[config.mk]
export PLATFORM = sky130hd
export DESIGN_NAME = tmsl_regs
export DESIGN_NICKNAME = d
export VERILOG_FILES = /design/src/common/tmsl_pkg.sv /design/src/hw/tmsl_limit_cmp.sv /design/src/hw/tmsl_regs.sv
export SDC_FILE = /design/constraint.sdc
export NUM_CORES = 1
export LEC_CHECK = 0
export ABC_AREA = 1
export BUFFER_PORTS_ARGS = -buffer_cell sky130_fd_sc_hd__clkbuf_2
export CORE_MARGIN = 5
export CORE_UTILIZATION = 57
export DETAILED_ROUTE_END_ITERATION = 10
export GPL_TIMING_DRIVEN = 0
export PLACE_DENSITY = 0.85
export RECOVER_POWER = 50
export SYNTH_ARGS = -nofsm -noshare
export SYNTH_HDL_FRONTEND = slang
export SYNTH_SLANG_ARGS = --single-unit
export TNS_END_PERCENT = 50
[constraint.sdc]
create_clock -name SYS_CLK_IN -period 3.3 [get_ports SYS_CLK_IN]
set_input_delay 0.495 -clock SYS_CLK_IN [delete_from_list [all_inputs] [get_ports SYS_CLK_IN]]
set_output_delay 0.495 -clock SYS_CLK_IN [all_outputs]
set_load 0.005 [all_outputs]
[src/common/tmsl_pkg.sv]
// Register map, field positions, reset values and state type of the block
package tmsl_pkg;

    // ------------------------------------------------------------------
    // Register offsets
    // ------------------------------------------------------------------
    localparam logic [7:0] ADDR_PRIMARY_STATUS   = 8'h02;
    localparam logic [7:0] ADDR_REMOTE_SHUTDOWN  = 8'h07;
    localparam logic [7:0] ADDR_REMOTE_CRITICAL  = 8'h19;
    localparam logic [7:0] ADDR_LOCAL_SHARED     = 8'h20;
    localparam logic [7:0] ADDR_COMMON_HYST      = 8'h21;
    localparam logic [7:0] ADDR_SECONDARY_STATUS = 8'h33;
    localparam logic [7:0] ADDR_MAKER_ID         = 8'hfe;
    localparam logic [7:0] ADDR_DIE_REVISION     = 8'hff;

    // ------------------------------------------------------------------
    // Field positions
    // ------------------------------------------------------------------
    localparam int unsigned PS_BUSY_BIT      = 7;
    localparam int unsigned PS_RSHUT_BIT     = 4;
    localparam int unsigned PS_FAULT_BIT     = 2;
    localparam int unsigned PS_RCRIT_BIT     = 1;
    localparam int unsigned PS_LOCAL_BIT     = 0;
    localparam int unsigned SS_NOT_READY_BIT = 7;
    localparam int unsigned SS_DETECT_BIT    = 6;
    localparam int unsigned HYST_W           = 5;
    localparam int unsigned TEMP_W           = 16;

    // ------------------------------------------------------------------
    // Reset values and fixed codes
    // ------------------------------------------------------------------
    localparam logic [7:0]        RST_REMOTE_SHUTDOWN = 8'h55;
    localparam logic [7:0]        RST_REMOTE_CRITICAL = 8'h6e;
    localparam logic [7:0]        RST_LOCAL_SHARED    = 8'h55;
    localparam logic [HYST_W-1:0] RST_COMMON_HYST     = 5'h0a;
    localparam logic [7:0]        REG_ZERO            = 8'h00;
    // Identification codes: arbitrary neutral values
    localparam logic [7:0]        MAKER_CODE_DFLT     = 8'h5a;
    localparam logic [7:0]        REVISION_CODE_DFLT  = 8'h10;

    // Remote readout while the junction is faulted
    localparam logic [TEMP_W-1:0] FAULT_UNSIGNED_VAL  = 16'h0000;
    localparam logic [TEMP_W-1:0] FAULT_SIGNED_VAL    = 16'h8000;

    // ------------------------------------------------------------------
    // Power-up timing
    // ------------------------------------------------------------------
    localparam int unsigned CLK_FREQ_HZ      = 20_000_000;
    localparam int unsigned POWERUP_TIME_MS  = 30;
    localparam int unsigned MS_PER_S         = 1000;
    localparam int unsigned PWR_CNT_W        = 20;
    localparam int unsigned POWERUP_CYC_INT  =
        POWERUP_TIME_MS * (CLK_FREQ_HZ / MS_PER_S);
    localparam logic [PWR_CNT_W-1:0] POWERUP_CYCLES_DFLT =
        PWR_CNT_W'(POWERUP_CYC_INT);
    localparam logic [PWR_CNT_W-1:0] PWR_CNT_ONE = 20'h00001;

    // ------------------------------------------------------------------
    // State of the register bank
    // ------------------------------------------------------------------
    typedef struct packed {
        logic [7:0]           rshut_lim;
        logic [7:0]           rcrit_lim;
        logic [7:0]           local_lim;
        logic [HYST_W-1:0]    hyst;
        logic [7:0]           rdata;
        logic [PWR_CNT_W-1:0] pwr_cnt;
        logic                 not_ready;
        logic [TEMP_W-1:0]    rem_uns;
        logic [TEMP_W-1:0]    rem_sgn;
        logic                 shutdown_n;
        logic                 critical_n;
    } tmsl_state_t;

    localparam tmsl_state_t STATE_RST = '{
        rshut_lim:  RST_REMOTE_SHUTDOWN,
        rcrit_lim:  RST_REMOTE_CRITICAL,
        local_lim:  RST_LOCAL_SHARED,
        hyst:       RST_COMMON_HYST,
        rdata:      REG_ZERO,
        pwr_cnt:    '0,
        not_ready:  1'b1,
        rem_uns:    FAULT_UNSIGNED_VAL,
        rem_sgn:    FAULT_UNSIGNED_VAL,
        shutdown_n: 1'b1,
        critical_n: 1'b1
    };

    typedef struct packed {
        logic flag;
    } tmsl_cmp_state_t;

endpackage

[src/hw/tmsl_limit_cmp.sv]
// Limit comparator with hysteresis, one flag per channel and limit
`timescale 1ns/10ps

module tmsl_limit_cmp
(
    input  wire logic                        clk_in,
    input  wire logic                        rstn_in,
    input  wire logic                        update_in,
    input  wire logic [7:0]                  temp_in,
    input  wire logic [7:0]                  limit_in,
    input  wire logic [tmsl_pkg::HYST_W-1:0] hyst_in,
    output logic                             flag_out
);
    import tmsl_pkg::*;

    tmsl_cmp_state_t state_reg;
    tmsl_cmp_state_t state_next;
    logic [7:0]      hyst_ext;
    logic [7:0]      low_mark;

    // Saturate at zero so a large hysteresis never wraps the release point
    assign hyst_ext = {3'h0, hyst_in};
    assign low_mark = (limit_in > hyst_ext) ? (limit_in - hyst_ext) : 8'h00;

    always_comb
    begin
        state_next = state_reg;
        if (update_in)
        begin
            if (temp_in > limit_in)
                state_next.flag = 1'b1;
            else if (temp_in < low_mark)
                state_next.flag = 1'b0;
        end
    end

    always_ff @(posedge clk_in or negedge rstn_in)
    begin
        if (!rstn_in)
            state_reg <= '0;
        else
            state_reg <= state_next;
    end

    assign flag_out = state_reg.flag;

endmodule

[src/hw/tmsl_regs.sv]
// Status, limit, hysteresis and identification registers of the monitor
`timescale 1ns/10ps

// Notes on behaviour
// - status one bit 7 shows conversion busy
// - status one bit 4 remote shutdown flag
// - status one bit 1 remote critical flag
// - status one bit 0 combined local flag
// - status one bit 2 remote junction fault
// - faulted remote readout gives zero or minimum
// - status two bit 7 set during power-up
// - status two bit 6 discrete sensor detect
// - reserved status bits read as zero
// - remote shutdown limit, resets to 85
// - shared local limit, resets to 85
// - remote critical limit, resets to 110
// - five-bit common hysteresis, resets to 10
// - fixed maker code, writes ignored
// - fixed die revision code
module tmsl_regs
#(
    parameter logic [tmsl_pkg::PWR_CNT_W-1:0] POWERUP_CYCLES =
        tmsl_pkg::POWERUP_CYCLES_DFLT,
    parameter logic [7:0] MAKER_CODE    = tmsl_pkg::MAKER_CODE_DFLT,
    parameter logic [7:0] REVISION_CODE = tmsl_pkg::REVISION_CODE_DFLT
)
(
    input  wire logic                        SYS_CLK_IN,
    input  wire logic                        RSTN_IN,
    // Register access from the serial bus engine
    input  wire logic [7:0]                  REG_ADDR_IN,
    input  wire logic                        REG_WR_IN,
    input  wire logic [7:0]                  REG_WDATA_IN,
    input  wire logic                        REG_RD_IN,
    output logic [7:0]                       REG_RDATA_OUT,
    // Measurement side
    input  wire logic                        CONV_BUSY_IN,
    input  wire logic                        TEMP_UPDATE_IN,
    input  wire logic [7:0]                  REMOTE_TEMP_IN,
    input  wire logic [7:0]                  LOCAL_TEMP_IN,
    input  wire logic                        DIODE_FAULT_IN,
    input  wire logic                        SENSOR_DETECT_IN,
    input  wire logic                        BETA_MODE_IN,
    input  wire logic [tmsl_pkg::TEMP_W-1:0] REMOTE_UNSIGNED_IN,
    input  wire logic [tmsl_pkg::TEMP_W-1:0] REMOTE_SIGNED_IN,
    output logic [tmsl_pkg::TEMP_W-1:0]      REMOTE_UNSIGNED_OUT,
    output logic [tmsl_pkg::TEMP_W-1:0]      REMOTE_SIGNED_OUT,
    // Alarm pins and flags
    output logic                             SHUTDOWN_N_OUT,
    output logic                             CRITICAL_N_OUT,
    output logic                             REMOTE_SHUTDOWN_FLAG_OUT,
    output logic                             REMOTE_CRITICAL_FLAG_OUT,
    output logic                             LOCAL_LIMIT_FLAG_OUT,
    output logic                             NOT_READY_OUT
);
    import tmsl_pkg::*;

    // ------------------------------------------------------------------
    // Declarations
    // ------------------------------------------------------------------
    tmsl_state_t state_reg;
    tmsl_state_t state_next;

    logic        remote_shutdown_flag;
    logic        remote_critical_flag;
    logic        local_limit_flag;
    logic [7:0]  remote_cmp_temp;
    logic [7:0]  primary_status;
    logic [7:0]  secondary_status;
    logic        discrete_sensor_detect;

    // ------------------------------------------------------------------
    // Helpers
    // ------------------------------------------------------------------
    // Places one bit into an otherwise zero byte; every unused position
    // of a status byte therefore reads zero
    function automatic logic [7:0] put_bit
    (
        input logic        value,
        input int unsigned pos
    );
        logic [7:0] b;
        b      = 8'h00;
        b[pos] = value;
        return b;
    endfunction

    // Replaces a remote readout with its fault value
    function automatic logic [TEMP_W-1:0] fault_fill
    (
        input logic              fault,
        input logic [TEMP_W-1:0] value,
        input logic [TEMP_W-1:0] fill
    );
        return fault ? fill : value;
    endfunction

    // ------------------------------------------------------------------
    // Limit comparators
    // ------------------------------------------------------------------
    // A faulted junction compares as zero degrees, so remote flags fall
    // away rather than freeze at the last good reading
    assign remote_cmp_temp = DIODE_FAULT_IN ? 8'h00 : REMOTE_TEMP_IN;

    tmsl_limit_cmp u_remote_shutdown
    (
        .clk_in    (SYS_CLK_IN),
        .rstn_in   (RSTN_IN),
        .update_in (TEMP_UPDATE_IN),
        .temp_in   (remote_cmp_temp),
        .limit_in  (state_reg.rshut_lim),
        .hyst_in   (state_reg.hyst),
        .flag_out  (remote_shutdown_flag)
    );

    tmsl_limit_cmp u_remote_critical
    (
        .clk_in    (SYS_CLK_IN),
        .rstn_in   (RSTN_IN),
        .update_in (TEMP_UPDATE_IN),
        .temp_in   (remote_cmp_temp),
        .limit_in  (state_reg.rcrit_lim),
        .hyst_in   (state_reg.hyst),
        .flag_out  (remote_critical_flag)
    );

    // One comparator serves both local alarms since they share a limit
    tmsl_limit_cmp u_local_shared
    (
        .clk_in    (SYS_CLK_IN),
        .rstn_in   (RSTN_IN),
        .update_in (TEMP_UPDATE_IN),
        .temp_in   (LOCAL_TEMP_IN),
        .limit_in  (state_reg.local_lim),
        .hyst_in   (state_reg.hyst),
        .flag_out  (local_limit_flag)
    );

    // ------------------------------------------------------------------
    // Status bytes
    // ------------------------------------------------------------------
    // Detect follows the sensor detect input with beta compensation on, zero with it off
    assign discrete_sensor_detect = SENSOR_DETECT_IN & BETA_MODE_IN;

    assign primary_status =
        put_bit(CONV_BUSY_IN,         PS_BUSY_BIT)    |
        put_bit(remote_shutdown_flag, PS_RSHUT_BIT)   |
        put_bit(DIODE_FAULT_IN,       PS_FAULT_BIT)   |
        put_bit(remote_critical_flag, PS_RCRIT_BIT)   |
        put_bit(local_limit_flag,     PS_LOCAL_BIT);

    assign secondary_status =
        put_bit(state_reg.not_ready,    SS_NOT_READY_BIT) |
        put_bit(discrete_sensor_detect, SS_DETECT_BIT);

    // ------------------------------------------------------------------
    // Next state
    // ------------------------------------------------------------------
    always_comb
    begin
        state_next = state_reg;

        // Power-up sequence timer
        if (state_reg.not_ready)
        begin
            if (state_reg.pwr_cnt >= POWERUP_CYCLES - PWR_CNT_ONE)
                state_next.not_ready = 1'b0;
            else
                state_next.pwr_cnt = state_reg.pwr_cnt + PWR_CNT_ONE;
        end

        // Register writes; read-only and unmapped addresses fall through
        if (REG_WR_IN)
        begin
            unique case (REG_ADDR_IN)
                ADDR_REMOTE_SHUTDOWN:
                    state_next.rshut_lim = REG_WDATA_IN;
                ADDR_REMOTE_CRITICAL:
                    state_next.rcrit_lim = REG_WDATA_IN;
                ADDR_LOCAL_SHARED:
                    state_next.local_lim = REG_WDATA_IN;
                ADDR_COMMON_HYST:
                    state_next.hyst = REG_WDATA_IN[HYST_W-1:0];
                default:
                    state_next.rdata = state_reg.rdata;
            endcase
        end

        // Register reads
        if (REG_RD_IN)
        begin
            unique case (REG_ADDR_IN)
                ADDR_PRIMARY_STATUS:
                    state_next.rdata = primary_status;
                ADDR_SECONDARY_STATUS:
                    state_next.rdata = secondary_status;
                ADDR_REMOTE_SHUTDOWN:
                    state_next.rdata = state_reg.rshut_lim;
                ADDR_REMOTE_CRITICAL:
                    state_next.rdata = state_reg.rcrit_lim;
                ADDR_LOCAL_SHARED:
                    state_next.rdata = state_reg.local_lim;
                ADDR_COMMON_HYST:
                    state_next.rdata = {3'h0, state_reg.hyst};
                ADDR_MAKER_ID:
                    state_next.rdata = MAKER_CODE;
                ADDR_DIE_REVISION:
                    state_next.rdata = REVISION_CODE;
                default:
                    state_next.rdata = REG_ZERO;
            endcase
        end

        // Remote readouts are overridden while the junction is faulted
        state_next.rem_uns = fault_fill(DIODE_FAULT_IN,
                                        REMOTE_UNSIGNED_IN,
                                        FAULT_UNSIGNED_VAL);
        state_next.rem_sgn = fault_fill(DIODE_FAULT_IN,
                                        REMOTE_SIGNED_IN,
                                        FAULT_SIGNED_VAL);

        // Active-low alarm pins; each ORs its remote flag with the local flag
        state_next.shutdown_n = ~(remote_shutdown_flag | local_limit_flag);
        state_next.critical_n = ~(remote_critical_flag | local_limit_flag);
    end

    // ------------------------------------------------------------------
    // State register
    // ------------------------------------------------------------------
    always_ff @(posedge SYS_CLK_IN or negedge RSTN_IN)
    begin
        if (!RSTN_IN)
            state_reg <= STATE_RST;
        else
            state_reg <= state_next;
    end

    // ------------------------------------------------------------------
    // Outputs
    // ------------------------------------------------------------------
    assign REG_RDATA_OUT            = state_reg.rdata;
    assign REMOTE_UNSIGNED_OUT      = state_reg.rem_uns;
    assign REMOTE_SIGNED_OUT        = state_reg.rem_sgn;
    assign SHUTDOWN_N_OUT           = state_reg.shutdown_n;
    assign CRITICAL_N_OUT           = state_reg.critical_n;
    assign REMOTE_SHUTDOWN_FLAG_OUT = remote_shutdown_flag;
    assign REMOTE_CRITICAL_FLAG_OUT = remote_critical_flag;
    assign LOCAL_LIMIT_FLAG_OUT     = local_limit_flag;
    assign NOT_READY_OUT            = state_reg.not_ready;

endmodule

==> impl_metrics.csv, run 1 <==
group,metric,value,unit
outcome,status,"finished with violations",
outcome,violations,"capacitance limit, slew limit",
placed_design,hpwl,12900,um
detailed_routing,wl_per_cell,14.1,um
clock_tree,clk_latency,0.36,ns
global_route,grt_max_degree,57,
sta,tns,0,ns
critical_path,worstPathArrival,3.32,ns
power_and_ir_drop,cellPowerDensity,385,nW/um^2
layout,largest_reg_flops,49,
layout,layout-drive-gt1-share,22.9,%
clock_tree,h-tree-depth,3,
detailed_routing,dr.pass1.iters,6,
power_and_ir_drop,power.leakage,4.23,nW
clock_tree,ctsResizeCount,0,
clock_tree,cts_tree,"built",
critical_path,crit_type,"reg -> reg",
detailed_routing,via_count,6018,
clock_tree,root_buffer,"clkbuf_16",
synthesis,yosys.area.top_type,"dfrtp_1",
layout,n_antenna_cell,0,
layout,nets,1142,
synthesis,post-synth-top-count-cell,"nand2_1",
detailed_routing,drtIter0Drc,310,
critical_path,required,3.55,ns
synthesis,synth_commonest_cells,"nand2_1, inv_1, nor2_1",
synthesis,synth-main-ff-cell,"dfrtp_1",
global_route,antenna_found_initial,0,
critical_path,cp_max_fo,7,
critical_path,cp_cell_sequence,"inv_1, ha_1, fa_1, inv_1, nand2_1, nand2_1, nand3_1, nand2_1, and2_2, a21boi_0, o21ai_0, ha_1, nand4_1, nand2_1, a31oi_1, nand2_1, nand2_1, nand2_1",
critical_path,slowest_stage,"dfstp_2",
sta,slew_headroom,-36.0,%
synthesis,synth_edf_count,0,
critical_path,worst_path_dominant_cell_family,"adder cells",
synthesis,synth-seq-cells,95,
critical_path,crit_path_end_kind,"flop",
global_route,grt_use_total,23.8,%
global_route,grt_pass1_wl,27200,um
critical_path,path_common_cell,"nand2_1",
synthesis,ys_types,42,
sta,maxSlewViolCount,41,
critical_path,path_buf_inv,2,
layout,area_delta_synth_final,16.7,%
detailed_routing,viasPerCell,5.22,
synthesis,ys_async_sr_fraction,100,%
sta,worstMarginPinSlew,2.04,ns
detailed_routing,routed_wirelength,16300,um
sta,fin_skew,0.00681,ns
synthesis,seq_area_frac_synth,36.3,%
critical_path,ff2ff_setup_slack,0.23,ns
global_route,grt_overflow,0,
floorplan,ioPinCount,119,
clock_tree,cts_num_sinks,95,
global_route,grt_pass1_vias,5783,
sta,setup_viol,0,
floorplan,fp.coreArea,11400,um^2
critical_path,cpPeakStageDelay,0.55,ns
synthesis,avgSynthCellArea,7.55,um^2
clock_tree,cts_setup_buffers,0,
clock_tree,cts_hold_buf,0,
synthesis,yosysWarnings,0,
detailed_routing,drc,0,
power_and_ir_drop,ir_worst_vdd,0.312,mV
sta,fmaxAchievable,0.326,GHz
layout,fillCellCount,966,
flow_run,cap_violations,1,
clock_tree,numCtsBuffers,9,
placed_design,portBuffers,118,
sta,rsz0062_at_grt,"no",
clock_tree,clk_pin_slew,0.07,ns
synthesis,syn-instance-count,876,
sta,hold_viol_final,0,
clock_tree,cts_buffer_depth,2,
placed_design,routabilityCongestion,0.941,
critical_path,start_kind,"flop",
sta,post-route-period-util,93.1,%
synthesis,synth.area.top_cells,"dfrtp_1, ha_1, nand2_1",
synthesis,synthesis.area,6610,um^2
sta,holdWs,0.317,ns
synthesis,synth_top_area_share,29.1,%
floorplan,die_area,13900,um^2
min_path,hold_class,"in -> reg",
synthesis,syn_nets,1013,
floorplan,die_y,118,um
floorplan,start_util,58.1,%
floorplan,rows,39,
sta,fin_crit,3.07,ns
floorplan,die_x,118,um
detailed_routing,drtAntennaViolNets,0,
-- per-stage QoR --
step | setup WS, ns | area (um^2) | std cells | power (mW) | util, %
floorplan | 0.513 | 6610 | 876 | 1.66 | -
global placement | 0.185 | 7380 | 1137 | 1.86 | 64.9
detailed placement | 0.136 | 7410 | 1138 | 1.88 | 65.2
CTS | 0.0978 | 7730 | 1154 | 2.99 | 68.0
global route | 0.0142 | 7710 | 1153 | 3.14 | 67.8
finish | 0.228 | 7710 | 1153 | 2.97 | 67.8
-- layer usage --
metal	vias to the layer above	track usage (%)	part of all wire, %
met5	-	0	0
met4	0	7.81	2.2
met3	29	6.34	7.8
met2	207	39.4	48
met1	2759	30.1	42
li1	3023	-	-
-- kinds of logic after synthesis --
group / synth area share [%]
and+or+nand+nor: 26.6
buffers and inverters: 13.3
AOI/OAI and AO/OA: 8.61
DFF: 36.3
adders and majority gates: 12.5
xor gates and xnor gates: 2.65
-- worst min-delay path, cell delays in order --
cell	delay [ns]
clkbuf_2	0.08
inv_1	0.04
nor2_1	0.03
-- report_power, final --
group / internal (mW) / total, mW / leakage [nW] / switching, mW
sequential: 1.23 / 1.26 / 1.18 / 0.0385
combinational: 0.246 / 0.598 / 2.89 / 0.352
clock: 0.634 / 1.11 / 0.149 / 0.474
-- worst paths after layout --
| kind | startpoint | end | depth (start not counted) |
|---|---|---|---|
| setup / recovery | state_reg[84]$_DFFE_PN1P_ | u_remote_shutdown.flag_out$_DFFE_PN0P_ | 18 |
| hold / removal | REMOTE_UNSIGNED_IN[13] | REMOTE_UNSIGNED_OUT[13]$_DFF_PN0_ | 3 |
| setup reg to reg | state_reg[84]$_DFFE_PN1P_ | u_remote_shutdown.flag_out$_DFFE_PN0P_ | 18 |
| hold reg to reg | REG_RDATA_OUT[0]$_DFFE_PN0P_ | REG_RDATA_OUT[0]$_DFFE_PN0P_ | 2 |
| max in group asynchronous | RSTN_IN | u_remote_shutdown.flag_out$_DFFE_PN0P_ | 2 |
| min in group asynchronous | RSTN_IN | state_reg[52]$_DFFE_PN0P_ | 1 |
-- placed cells by master (no fill, tap or decap), drive strengths merged, types with 3 or more instances in the layout --
master,n
or2,11
o21ai,57
a31oi,3
a21oi,26
buf,45
nor2,91
clkbuf,137
ha,61
dfstp,18
nand3b,3
nand4,11
fa,3
nand3,54
xor2,8
inv,135
nor3,11
o211ai,4
nor4,5
nand2,220
a21boi,3
dfrtp,77
o22ai,6
xnor2,12
-- area by class of cell --
type                       instances  area (um^2)  area share [%]
multi-input combinational        595         3350            43.4
sequential                        95         2400            31.1
timing repair buffer             119          596            7.72
inverter                         133          504            6.54
buffer                            52          374            4.85
clock buffer                      11          253            3.28
tap                              143          179            2.32
clock inverter                     5         62.6           0.811
(Power assumes the default switching activity.)
==> inputs of run 2 (changes only) <==
PLACE_DENSITY = 0.88   (was 0.85)
==> run 2 against run 1 <==
Critical endpoint is now u_local_shared.flag_out$_DFFE_PN0P_. Maximum frequency is 0.12% higher. Utilization up 0.13 points. The flow still finishes with violations (capacitance limit, slew limit). Critical path depth is the same. Global-route usage is 0.29 points higher. Die area unchanged. Worst hold slack gained 0.0058 ns. Register-to-register slack hardly changed. Combinational power hardly changed. First-iteration DRC count up 13%. Sequential power hardly changed.
==> impl_metrics.csv, run 2 (same netlist as run 1, synthesis figures left out) <==
group,metric,value,unit
sta,setup_slack,0.232,ns
flow_run,cap_violations,1,
power_and_ir_drop,clkPwrFrac,37.9,%
critical_path,crit-reg2reg-launch,"state_reg[68]$_DFFE_PN1P_",
floorplan,die_area,13900,um^2
critical_path,path_common_cell,"nand2_1",
critical_path,crit_end,"u_local_shared.flag_out$_DFFE_PN0P_",
global_route,grt_pass1_wl,27800,um
detailed_routing,routed_wirelength,16400,um
power_and_ir_drop,switching_power,857,uW
clock_tree,numCtsBuffers,9,
detailed_routing,drc,0,
placed_design,hpwl,13000,um
critical_path,worstPathArrival,3.31,ns
clock_tree,h-tree-depth,3,
layout,n_antenna_cell,0,
power_and_ir_drop,ir_worst_vdd,0.348,mV
layout,largest_reg_flops,49,
critical_path,crit_type,"reg -> reg",
sta,fmaxAchievable,0.326,GHz
power_and_ir_drop,power.leakage,4.22,nW
global_route,grt_use_total,24.0,%
layout,most-common-layout-cells,"nand2_1, inv_1, clkbuf_2, nor2_1, dfrtp_1",
placed_design,post-place-ws,0.160,ns
floorplan,start_util,58.1,%
critical_path,cpPeakStageDelay,0.55,ns
sta,fin_crit,3.07,ns
clock_tree,clk_pin_slew,0.07,ns
power_and_ir_drop,switching_share,28.6,%
clock_tree,cts_num_sinks,95,
floorplan,die_y,118,um
critical_path,cp_max_fo,7,
sta,setup_viol,0,
layout,layout-drive-gt1-share,22.7,%
critical_path,slowest_stage,"dfstp_2",
min_path,hold_class,"in -> reg",
sta,worstMarginPinSlew,1.93,ns
sta,fin_skew,0.00794,ns
floorplan,die_x,118,um
critical_path,r2r-end,"u_local_shared.flag_out$_DFFE_PN0P_",
critical_path,start_kind,"flop",
layout,fillCellCount,938,
clock_tree,cts_tree,"built",
clock_tree,cts_hold_buf,0,
detailed_routing,drtAntennaViolNets,0,
clock_tree,root_buffer,"clkbuf_16",
placed_design,portBuffers,118,
detailed_routing,drtIter0Drc,351,
critical_path,r2r_cells,18,
sta,rsz0062_at_grt,"no",
layout,nets,1142,
critical_path,required,3.54,ns
sta,hold_viol_final,0,
clock_tree,cts_buffer_depth,2,
clock_tree,cts_setup_buffers,0,
power_and_ir_drop,cellPowerDensity,388,nW/um^2
clock_tree,clk_latency,0.35,ns
floorplan,rows,39,
detailed_routing,dr.pass1.iters,6,
power_and_ir_drop,totalPowerFinal,3.00,mW
layout,final_common_cell,"nand2_1",
layout,area_delta_synth_final,16.9,%
detailed_routing,via_count,6095,
power_and_ir_drop,combPwrFrac,20.0,%
floorplan,ioPinCount,119,
floorplan,fp.coreArea,11400,um^2
outcome,status,"finished with violations",
global_route,grt_overflow,0,
critical_path,crit_path_end_kind,"flop",
sta,slew_headroom,-28.6,%
sta,tns,0,ns
detailed_routing,viasPerCell,5.29,
outcome,violations,"capacitance limit, slew limit",
critical_path,setup.worst_path.start,"state_reg[68]$_DFFE_PN1P_",
critical_path,ff2ff_setup_slack,0.23,ns
sta,maxSlewViolCount,33,
power_and_ir_drop,sequentialPowerShare,42.1,%
global_route,antenna_found_initial,0,
detailed_routing,wl_per_cell,14.2,um
critical_path,cp_cell_sequence,"inv_1, ha_1, fa_1, inv_1, nand2_1, nand2_1, nand3_1, a21boi_2, nand3_1, ha_1, nand2_1, nand2_1, nor2_1, nand2_1, a31oi_1, nand2_1, nand2_1, nand2_1",
global_route,grt_max_degree,64,
global_route,grt_pass1_vias,6080,
sta,post-route-period-util,93.0,%
power_and_ir_drop,intPower,2.14,mW
placed_design,routabilityCongestion,0.928,
[run 2: cell count changes in the layout (fill, tap and decap cells not counted)]
cell       change
clkbuf_8       -2
a21boi_2       +1
a21boi_4       -1
a21oi_1        +1
a21oi_2        -1
buf_16         +1
bufinv_16      +1
clkbuf_1       +1
clkbuf_4       -1
clkinv_4       +1
inv_6          -1
[run 2: critical path, delay by kind of cell, from the launching register on]
family	cells	cell delay, ns
AO/OA/AOI/OAI	2	0.46
adder cells (fa/ha/maj)	3	0.90
buffers and inverters	2	0.13
flip-flops	1	0.55
AND/OR/NAND/NOR	11	0.91
[run 2: metrics by stage]
step,util (%),std cells,instance area [um^2],hold WS [ns]
floorplan,-,876,6610,0.199
global placement,64.9,1137,7380,0.465
detailed placement,65.2,1138,7410,0.468
CTS,68.0,1154,7730,0.141
global route,68.0,1153,7730,0.317
finish,68.0,1153,7730,0.323
[run 2: timing repair]
action / CTS / global route
endpoints found under the setup margin: 0 / 2
hold endpoints to repair: 0 / 0
resized for setup: 0 / 3
[run 2: how the worst min path moves through the flow]
| stage | start | to | slack (ns) | cells past startpoint |
|---|---|---|---|---|
| 4_1_cts | RSTN_IN | REG_RDATA_OUT[7]$_DFFE_PN0P_ | 0.14 | 1 |
| 5_1_grt | REMOTE_UNSIGNED_IN[3] | REMOTE_UNSIGNED_OUT[3]$_DFF_PN0_ | 0.32 | 3 |
| 2_1_floorplan | RSTN_IN | REG_RDATA_OUT[0]$_DFFE_PN0P_ | 0.20 | 0 |
| 3_3_place_gp | REG_RDATA_OUT[7]$_DFFE_PN0P_ | REG_RDATA_OUT[7]$_DFFE_PN0P_ | 0.47 | 2 |
| 3_5_place_dp | REG_RDATA_OUT[6]$_DFFE_PN0P_ | REG_RDATA_OUT[6]$_DFFE_PN0P_ | 0.47 | 2 |
| 6_report | REMOTE_SIGNED_IN[2] | REMOTE_SIGNED_OUT[2]$_DFF_PN0_ | 0.32 | 3 |
[run 2: power by group through the flow]
| stage | clock network, mW | registers, mW | logic (mW) |
|---|---|---|---|
| 3_5_place_dp | 0 | 1.28 | 0.593 |
| 4_1_cts | 1.15 | 1.26 | 0.598 |
| 3_3_place_gp | 0 | 1.28 | 0.570 |
| 6_report | 1.14 | 1.26 | 0.599 |
| 5_1_grt | 1.20 | 1.27 | 0.692 |
| 2_1_floorplan | 0 | 1.27 | 0.387 |
[run 2: layer usage]
metal | share of wire (%) | global-route usage, % | wire length, um
met5 | 0 | 0 | 0
met2 | 47 | 40.7 | 7760
met3 | 8.9 | 5.81 | 1460
met1 | 41 | 29.7 | 6690
met4 | 2.7 | 9.03 | 448
[run 2: cell type report]
class	count	area, um^2	area share (%)
Timing Repair Buffer	119	616	7.97
Sequential cell	95	2400	31.1
Clock inverter	6	92.6	1.20
Multi-Input combinational cell	595	3330	43.1
Tap cell	143	179	2.32
Clock buffer	10	229	2.96
Buffer	52	374	4.84
Inverter	133	504	6.52
